File: src/logic/wdr_regs.svh
`ifndef WDR_REGS_SVH
`define WDR_REGS_SVH
`define WDR_CNT_W 10
`define WDR_CNT_INIT 10'h000
`define WDR_CNT_MAX 10'h3ff
`define WDR_CNT_STEP 10'h001
`define WDR_RUN_W 4
`define WDR_RUN_STOP 4'ha
`define WDR_KEY_W 16
`define WDR_KEY_OPEN 16'h0096
`endif

File: src/logic/wdr_pkg.sv
package wdr_pkg;
  typedef enum logic [0:0] {
    WDR_IDLE = 1'b0,
    WDR_RUN = 1'b1
  } wdr_mode_t;

  // Software write port toward the control and protect registers.
  typedef struct packed {
    logic ctl_we;
    logic clear_bit;
    logic [3:0] run_field;
    logic key_we;
    logic [15:0] key_field;
  } wdr_wr_t;

  typedef struct packed {
    wdr_mode_t mode;
    logic [9:0] cnt;
    logic rst_req;
    logic prot_on;
    logic tick_d;
  } wdr_state_t;
endpackage

File: src/logic/wdr_sync.sv
`timescale 1ns/1ps
module wdr_sync (
  input wire logic clk_sys,
  input wire logic srst,
  input wire logic d,
  output logic q
);
  typedef struct packed {
    logic s1;
    logic s2;
  } wdr_sync_t;

  wdr_sync_t st_r;
  wdr_sync_t st_nxt;

  always_comb
  begin
    st_nxt.s1 = d;
    st_nxt.s2 = st_r.s1;
  end

  always_ff @(posedge clk_sys)
  begin
    if (srst)
    begin
      st_r <= '0;
    end
    else
    begin
      st_r <= st_nxt;
    end
  end

  assign q = st_r.s2;
endmodule

File: src/logic/wdr_timer.sv
`timescale 1ns/1ps
`include "wdr_regs.svh"
// What this block does
// [RQ1] A 10-bit up counter counts the reset cycle on the watchdog clock tick.
// [RQ2] Counter overflow raises a system reset request, never an interrupt.
// [RQ3] No non-maskable interrupt output exists under any setting.
// [RQ4] Writing one to the clear bit returns the counter to its start value.
// [RQ5] Run field value other than 0xa starts counting; 0xa keeps it stopped.
// [RQ6] Protect key other than 0x0096 re-engages system register protection.
// [RQ7] Each clear starts a full new cycle; missing the next clear resets.
// [RQ8] Counting continues in HALT; overflow there ends HALT by reset.
// [RQ9] In SLEEP the counter advances only while its clock source ticks.
// [RQ10] Software should clear the counter together with starting it.
// [RQ11] Overflow is the roll from all ones to zero, only while running.
module wdr_timer (
  input wire logic clk_sys,
  input wire logic srst,
  input wire logic wdt_tick,
  input wdr_pkg::wdr_wr_t wr,
  output logic sys_rst_req,
  output logic running,
  output logic prot_on,
  output logic [9:0] count
);
  wdr_pkg::wdr_state_t st_r;
  wdr_pkg::wdr_state_t st_nxt;
  logic tick_s;
  logic tick_edge;
  logic ctl_take;
  logic clr_take;
  logic run_stop;
  logic key_open;
  logic ovf_hit;

  // The watchdog clock source comes from another domain; it is synchronised
  // and its rising edge is one count, so a stopped source freezes the count.
  // Each level of the source must last more than one system clock or edges are lost.
  wdr_sync u_tick_sync (
    .clk_sys(clk_sys),
    .srst(srst),
    .d(wdt_tick),
    .q(tick_s)
  );

  // The previous synchronised level lives in the state word and resets low
  // like the idle source, so no false edge follows reset.
  assign tick_edge = tick_s & ~st_r.tick_d; // RQ9
  // Control writes land only while system protection is off.
  assign ctl_take = wr.ctl_we && !st_r.prot_on; // RQ6
  assign clr_take = ctl_take && wr.clear_bit; // RQ4
  assign run_stop = (wr.run_field == `WDR_RUN_STOP); // RQ5
  assign key_open = (wr.key_field == `WDR_KEY_OPEN); // RQ6
  assign ovf_hit = (st_r.mode == wdr_pkg::WDR_RUN) && tick_edge
    && (st_r.cnt == `WDR_CNT_MAX); // RQ11

  always_comb
  begin
    st_nxt = st_r;
    st_nxt.rst_req = 1'b0;
    st_nxt.tick_d = tick_s;
    if (ctl_take)
    begin
      if (run_stop) // RQ5
      begin
        st_nxt.mode = wdr_pkg::WDR_IDLE;
      end
      else
      begin
        st_nxt.mode = wdr_pkg::WDR_RUN;
      end
    end
    // Counting ignores HALT and SLEEP entirely; only the run mode and the tick gate it, so
    // a source kept alive in either mode keeps the watchdog armed.
    if (st_r.mode == wdr_pkg::WDR_RUN && tick_edge) // RQ8
    begin
      st_nxt.cnt = st_r.cnt + `WDR_CNT_STEP; // RQ1
    end
    if (ovf_hit) // RQ11
    begin
      st_nxt.rst_req = 1'b1; // RQ2
    end
    // A clear wins over a same-cycle tick so a fresh full cycle begins,
    // and the overflow that the tick would have caused is dropped with it.
    if (clr_take) // RQ4
    begin
      st_nxt.cnt = `WDR_CNT_INIT; // RQ7
      st_nxt.rst_req = 1'b0; // RQ7
    end
    if (wr.key_we)
    begin
      st_nxt.prot_on = !key_open; // RQ6
    end
  end

  // Protection comes out of reset engaged, so a runaway program cannot stop
  // the watchdog without first writing the open key.
  always_ff @(posedge clk_sys)
  begin
    if (srst)
    begin
      st_r.mode <= wdr_pkg::WDR_IDLE;
      st_r.cnt <= `WDR_CNT_INIT;
      st_r.rst_req <= 1'b0;
      st_r.prot_on <= 1'b1;
      st_r.tick_d <= 1'b0;
    end
    else
    begin
      st_r <= st_nxt;
    end
  end

  // There is deliberately no interrupt port of any kind.
  assign sys_rst_req = st_r.rst_req; // RQ3
  assign running = (st_r.mode == wdr_pkg::WDR_RUN);
  assign prot_on = st_r.prot_on;
  assign count = st_r.cnt;

  // The properties watch the registered outputs, not the next state.
  property ovf_reset_p;
    @(posedge clk_sys) disable iff (srst)
    (running && tick_edge && count == `WDR_CNT_MAX
      && !(wr.ctl_we && !prot_on && wr.clear_bit)) |=> sys_rst_req;
  endproperty
  ovf_reset_a: assert property (ovf_reset_p) // RQ2
    else $error("overflow did not raise reset");

  property req_cause_p;
    @(posedge clk_sys) disable iff (srst)
    sys_rst_req |-> $past(running) && $past(count) == `WDR_CNT_MAX;
  endproperty
  req_cause_a: assert property (req_cause_p) // RQ11
    else $error("reset without overflow");

  property clear_zero_p;
    @(posedge clk_sys) disable iff (srst)
    (wr.ctl_we && !prot_on && wr.clear_bit) |=> count == `WDR_CNT_INIT;
  endproperty
  clear_zero_a: assert property (clear_zero_p) // RQ4
    else $error("clear did not zero counter");

  property stop_key_p;
    @(posedge clk_sys) disable iff (srst)
    (wr.ctl_we && !prot_on) |=>
      running == ($past(wr.run_field) != `WDR_RUN_STOP);
  endproperty
  stop_key_a: assert property (stop_key_p) // RQ5
    else $error("run field decode wrong");

  property prot_key_p;
    @(posedge clk_sys) disable iff (srst)
    wr.key_we |=> prot_on == ($past(wr.key_field) != `WDR_KEY_OPEN);
  endproperty
  prot_key_a: assert property (prot_key_p) // RQ6
    else $error("protect key decode wrong");

  property count_step_p;
    @(posedge clk_sys) disable iff (srst)
    (running && tick_edge && !wr.ctl_we) |=>
      count == $past(count) + `WDR_CNT_STEP;
  endproperty
  count_step_a: assert property (count_step_p) // RQ1
    else $error("counter did not step");

  property freeze_p;
    @(posedge clk_sys) disable iff (srst)
    (!tick_edge && !wr.ctl_we) |=> $stable(count);
  endproperty
  freeze_a: assert property (freeze_p) // RQ9
    else $error("counter moved without tick");

  property idle_hold_p;
    @(posedge clk_sys) disable iff (srst)
    (!running && !wr.ctl_we)[*2] |-> !sys_rst_req;
  endproperty
  idle_hold_a: assert property (idle_hold_p) // RQ7
    else $error("reset while stopped");

  property locked_ignore_p;
    @(posedge clk_sys) disable iff (srst)
    (wr.ctl_we && prot_on && !tick_edge) |=>
      $stable(running) && $stable(count);
  endproperty
  locked_ignore_a: assert property (locked_ignore_p) // RQ6
    else $error("locked control write took effect");

  property single_pulse_p;
    @(posedge clk_sys) disable iff (srst)
    sys_rst_req |=> !sys_rst_req;
  endproperty
  single_pulse_a: assert property (single_pulse_p) // RQ2
    else $error("reset request longer than one cycle");

  property wrap_zero_p;
    @(posedge clk_sys) disable iff (srst)
    sys_rst_req |-> count == `WDR_CNT_INIT;
  endproperty
  wrap_zero_a: assert property (wrap_zero_p) // RQ11
    else $error("counter did not wrap on overflow");

  property clear_fresh_p;
    @(posedge clk_sys) disable iff (srst)
    (wr.ctl_we && !prot_on && wr.clear_bit) |=> !sys_rst_req;
  endproperty
  clear_fresh_a: assert property (clear_fresh_p) // RQ7
    else $error("reset right after a clear");

  property stopped_freeze_p;
    @(posedge clk_sys) disable iff (srst)
    (!running && !wr.ctl_we) |=> $stable(count);
  endproperty
  stopped_freeze_a: assert property (stopped_freeze_p) // RQ5
    else $error("counter moved while stopped");

  // Covers mark the scenarios that the bench is expected to reach.
  ovf_c: cover property (@(posedge clk_sys) disable iff (srst) sys_rst_req);
  start_c: cover property (@(posedge clk_sys) disable iff (srst)
    !running ##1 running);
  clear_c: cover property (@(posedge clk_sys) disable iff (srst)
    running && wr.ctl_we && wr.clear_bit && !prot_on);
  locked_c: cover property (@(posedge clk_sys) disable iff (srst)
    wr.ctl_we && prot_on);
  stop_tick_c: cover property (@(posedge clk_sys) disable iff (srst)
    !running && tick_edge);
endmodule

File: config.mk
export PLATFORM = sky130hd
export DESIGN_NAME = wdr_timer
export DESIGN_NICKNAME = d
export VERILOG_FILES = /design/src/logic/wdr_pkg.sv /design/src/logic/wdr_sync.sv /design/src/logic/wdr_timer.sv
export VERILOG_INCLUDE_DIRS = /design/src /design/src/logic
export SDC_FILE = /design/constraint.sdc
export NUM_CORES = 1
export LEC_CHECK = 0
export ABC_AREA = 1
export ABC_CLOCK_PERIOD_IN_PS = 1050
export BUFFER_PORTS_ARGS = -buffer_cell sky130_fd_sc_hd__buf_2
export CORE_MARGIN = 2
export CORE_UTILIZATION = 41
export DETAILED_ROUTE_END_ITERATION = 6
export GPL_ROUTABILITY_DRIVEN = 0
export PLACE_DENSITY = 0.75
export SYNTH_ARGS = -nofsm -noshare
export SYNTH_HDL_FRONTEND = slang
export SYNTH_HIERARCHICAL = 1
export SYNTH_SLANG_ARGS = --single-unit
File: constraint.sdc
create_clock -name clk_sys -period 1.05 [get_ports clk_sys]
set_input_delay 0.105 -clock clk_sys [delete_from_list [all_inputs] [get_ports clk_sys]]
set_output_delay 0.105 -clock clk_sys [all_outputs]
set_load 0.005 [all_outputs]
# Word level (Yosys, flattened, before mapping)
# Index checks and enable logic that the tools add are counted.
[op_classes]
n_addsub = 1
eq_ne = 3
reduce_logical = 7
muxes = 2
bitwise = 2
[ops]
columns = ["op", "n"]
rows = [
  ["equality test 16 x 8 -> 1 bit (second input constant)", 1],
  ["adder 10 x 1 -> 10 bit (second input constant)", 1],
  ["equality test 10 bit (second input constant)", 1],
  ["equality test 4 bit (second input constant)", 1],
  ["logical AND 1 bit", 4],
  ["zero test 1 bit", 2],
  ["2-to-1 mux 1 bit", 2],
  ["OR reduction 2 bit", 1],
  ["bitwise AND 1 bit", 1],
  ["inverter 1 bit", 1],
]
[word_totals]
register_bits = 16
in_bits = 26

# Longest topological paths before layout
[depth]
word_depth = 5
mapped_depth = 8
depth_no_buf = 8

# Cells and area by module
# Netlist, hierarchy kept.
[by_module_without_submodules]
columns = ["module", "instances", "area_each_um2", "cells_each"]
rows = [
  ["wdr_timer", 1, 839.6, 130],
  ["wdr_sync", 1, 55.1, 6],
]

# Worst setup path before layout
# No wires, ideal clock.
[synth_path]
kind = "register to register"
start = "register st_r (netlist bit count[0])"
end = "register st_r (netlist bit count[8])"
n_path_buf = 0
setup_slack_ns = -0.076
setup_ns = 0.124
stages_incl_launch_ff = 7
t_arrival_ns = 1.002
t_required_ns = 0.926
cell_sequence = "dfxtp_1 -> ha_1 -> nand3_1 -> nor2_2 -> nand3_1 -> nand2_1 -> nor2_1"
[synth_between]
elab_chain_cells = 1
[synth_rtl]
columns = ["item", "line", "text"]
rows = [
  ["from (decl)", "wdr_timer.sv:25", "wdr_pkg::wdr_state_t st_r;"],
  ["from (signal assigned)", "wdr_timer.sv:109", "st_r <= st_nxt;"],
  ["adder 10 x 1 -> 10 bit (no line)", "-", ""],
]
# Every way passes these cells.
# A chain may end at the register's enable or synchronous reset.

# Final worst setup path
[layout_path]
start = "register st_r (netlist bit count[1])"
end = "register st_r (netlist bit count[6])"
# The elaborated chain is that of the path after synthesis.

==> impl_metrics.csv <==
group,metric,value,unit
run_status,status,"finished, violations left",
run_status,violations,"negative setup slack",
power,p_int,874,µW
cts,clkLatencyLatePin,280,ps
final_layout,final_core_util,62.7,%
synthesis,yosysMostFrequentCell,"nand2_1",
routing,postRouteAntennaNets,0,
sta,max_freq,933,MHz
power,switching_share,22.4,%
power,switchingPower,252,µW
synthesis,synth_fp_nets,163,
synthesis,ys_top_cells_by_area,"dfxtp_1, nand2_1, nor2_1, inv_1, buf_4",
synthesis,yosys.area.top_type,"dfxtp_1",
synthesis,ys_seq_elements,16,
sta,maxSlewHeadroom,84.7,%
global_route,grt_pass1_wl,3370,µm
routing,dr.pass1.iters,4,
global_route,grt_usage,17.3,%
sta,drv_slew,0,
cts,clk_path_buf_depth,2,
min_path,min_path_type,"in2reg",
routing,dr_total_vias,936,
cts,clkTransAtPathRegs,90,ps
setup_path,required,1240,ps
final_layout,drive_above_1_share,48.6,%
synthesis,synth_top_area_share,35.8,%
sta,finalCritPeriodShare,102,%
final_layout,multi_input_area,478,µm²
setup_path,cp.depth,8,
synthesis,synthTopCellsByCount,"nand2_1, nor2_1, inv_1",
setup_path,cp_slowest_cell,"dfxtp_4",
sta,tns,-34.6,ps
cts,cts-root-buf,"clkbuf_4",
power,ir_worst_vdd,0.638,mV
routing,drtIter0Drc,13,
setup_path,crit_path_end_kind,"flop",
setup_path,crit_path_end,"count[6]$_SDFFE_PP0P_",
place,portBuffers,38,
sta,finalSetupViolations,2,
power,powerDensity,897,nW/µm²
power,p_seq_share,54.1,%
setup_path,r2r_slack,-20,ps
setup_path,crit_family,"flip-flops",
cts,cts_sinks,16,
synthesis,async_reset_ff_share,0,%
place,dp_hpwl,1530,µm
die,dieArea,2570,µm²
setup_path,rr_worst_depth,8,
place,place_inst,198,
synthesis,synth_edf_count,0,
setup_path,path_buf_inv,1,
sta,setup_ws,-22.2,ps
synthesis,synth_cells,136,
sta,rsz0062_at_grt,"true",
die,start_util,44.7,%
global_route,grt_pass1_vias,859,
cts,cts_buffers,3,
synthesis,avgSynthCellArea,6.58,µm²
sta,finClkSkew,3.22,ps
final_layout,num_antenna_cells,0,
final_layout,final-seq-area,347,µm²
sta,hold_viol,0,
routing,wl_per_cell,10.2,µm
cts,tritoncts,"yes",
setup_path,critPathKind,"reg2reg",
synthesis,yosysWarnings,6,
sta,worstMarginPinSlew,230,ps
cts,htree_levels,1,
synthesis,synth.distinct_cells,20,
global_route,antenna_found_initial,0,
die,pin_count,39,
die,chipHeight,50.7,µm
setup_path,crit_chain,"ha_4, inv_2, nor2_4, nand2_2, nor2_1, nand2_1, nand2_1, nor2_1",
final_layout,stdcell_count,206,
setup_path,critPathMaxStageDelay,380,ps
power,p_leak,0.607,nW
die,fp-row-count,16,
setup_path,reg2reg_from,"count[1]$_SDFFE_PP0P_",
final_layout,fillers,194,
final_layout,nNetsFinal,207,
final_layout,syn_to_final_growth,40.4,%
routing,routed_via_density,4.54,
setup_path,reg2reg_to,"count[6]$_SDFFE_PP0P_",
die,die_w,50.7,µm
global_route,grt_overflow_total,0,
setup_path,crit_start,"count[1]$_SDFFE_PP0P_",
power,power,1.13,mW
routing,wl,2090,µm
flow_run,maxCapViolCount,0,
setup_path,cp.arrival,1260,ps
synthesis,netlist_area,895,µm²
setup_path,worstPathMaxFanout,3,
setup_path,start_kind,"flop",
routing,drc,0,
die,core_area,2000,µm²
global_route,grt_max_degree,10,
synthesis,ys.flop_type,"dfxtp_1",
power,pwr-share-comb,9.7,%
power,clkPwrFrac,36.2,%
synthesis,ys_seq_area_share,35.8,%
sta,finalCriticalPeriod,1070,ps
cell usage in the layout (no fill, tap or decap), types with 2 or more instances in the layout:
cell type | synthesis | final
buf_4 | 10 | 10
dfxtp_2 | 0 | 6
o21ai_0 | 2 | 2
inv_1 | 23 | 20
nor2_4 | 1 | 3
nor2_1 | 26 | 20
nand2_2 | 1 | 3
dfxtp_1 | 16 | 5
dfxtp_4 | 0 | 5
nand3_1 | 6 | 3
inv_2 | 0 | 3
clkbuf_4 | 0 | 3
a21oi_1 | 3 | 3
nand2_1 | 35 | 33
nor2_2 | 3 | 7
nand4_1 | 2 | 2
nand3_4 | 1 | 2
buf_2 | 0 | 38
nand3_2 | 1 | 3
power groups by stage:
stage | clock network, mW | registers [mW] | logic (mW)
2_1_floorplan | 0 | 0.635 | 0.0377
3_5_place_dp | 0 | 0.635 | 0.103
6_report | 0.407 | 0.610 | 0.109
5_1_grt | 0.441 | 0.611 | 0.124
4_1_cts | 0.413 | 0.617 | 0.108
3_3_place_gp | 0 | 0.635 | 0.0984
worst min path at each step:
stage | startpoint | endpoint | slack (ps) | cells after the start
2_1_floorplan | srst | u_tick_sync/st_nxt[0]$_SDFF_PP0_ | 180 | 1
6_report | wdt_tick | u_tick_sync/st_nxt[0]$_SDFF_PP0_ | 20 | 3
3_5_place_dp | wr[18] | running$_SDFFE_PP0P_ | 310 | 2
5_1_grt | wr[16] | prot_on$_SDFFE_PP1P_ | 30 | 3
3_3_place_gp | wr[18] | running$_SDFFE_PP0P_ | 290 | 2
4_1_cts | wdt_tick | u_tick_sync/st_nxt[0]$_SDFF_PP0_ | 20 | 3
cell families (layout without fill, tap and decap cells):
group                    after synthesis  after routing  share of synthesized area [%]
AND/OR/NAND/NOR                       78             78                           39.0
buffers and inverters                 33             76                           18.0
flip-flops                            16             16                           35.8
AO/OA/AOI/OAI                          8              8                           5.73
adder cells (fa/ha/maj)                1              1                           1.40
metrics by stage:
| step | instance area (µm²) | setup WS, ps | hold WS [ps] |
|---|---|---|---|
| after floorplan | 910 | 7.98 | 176 |
| after global placement | 1110 | -27.5 | 293 |
| after detailed placement | 1110 | -96.1 | 307 |
| after CTS | 1200 | -24.1 | 15.1 |
| after global routing | 1260 | -103 | 25.3 |
| final | 1260 | -22.2 | 18.5 |
layout make-up:
| class | count | share of cell area, % |
|---|---|---|
| Inverter | 23 | 6.87 |
| Sequential cell | 16 | 27.6 |
| Tap cell | 27 | 2.69 |
| Multi-Input combinational cell | 87 | 38.0 |
| Clock buffer | 4 | 2.89 |
| Timing Repair Buffer | 49 | 21.9 |
worst reg2reg max path, stage by stage (launching register included):
cell and delay [ps]:
dfxtp_4 380, ha_4 160, inv_2 50, nor2_4 90, nand2_2 70, nor2_1 80
nand2_1 50, nand2_1 50, nor2_1 40
registers in the layout (all words and copies together), names as in the netlist:
signal,count
running,1
sys_rst_req,1
count,10
u_tick_sync/st_nxt,1
prot_on,1
u_tick_sync/q,1
st_r,1
per-layer routing:
metal	GRT usage [%]	vias up	share of wire [%]
met1	18.8	416	40
met5	0	-	0
li1	-	488	-
met4	6.76	0	1.5
met3	2.68	4	4.3
met2	33.1	28	54
what timing repair did:
action                                  CTS  global route
endpoints found under the setup margin    6             9
buffers inserted                          1             2
pin swaps                                 8             8
resized for setup                        15            16
hold buffers                              1             0
cloned                                    0             0
endpoints found under the hold margin     1             0
Power figures use the tool's default switching activity.
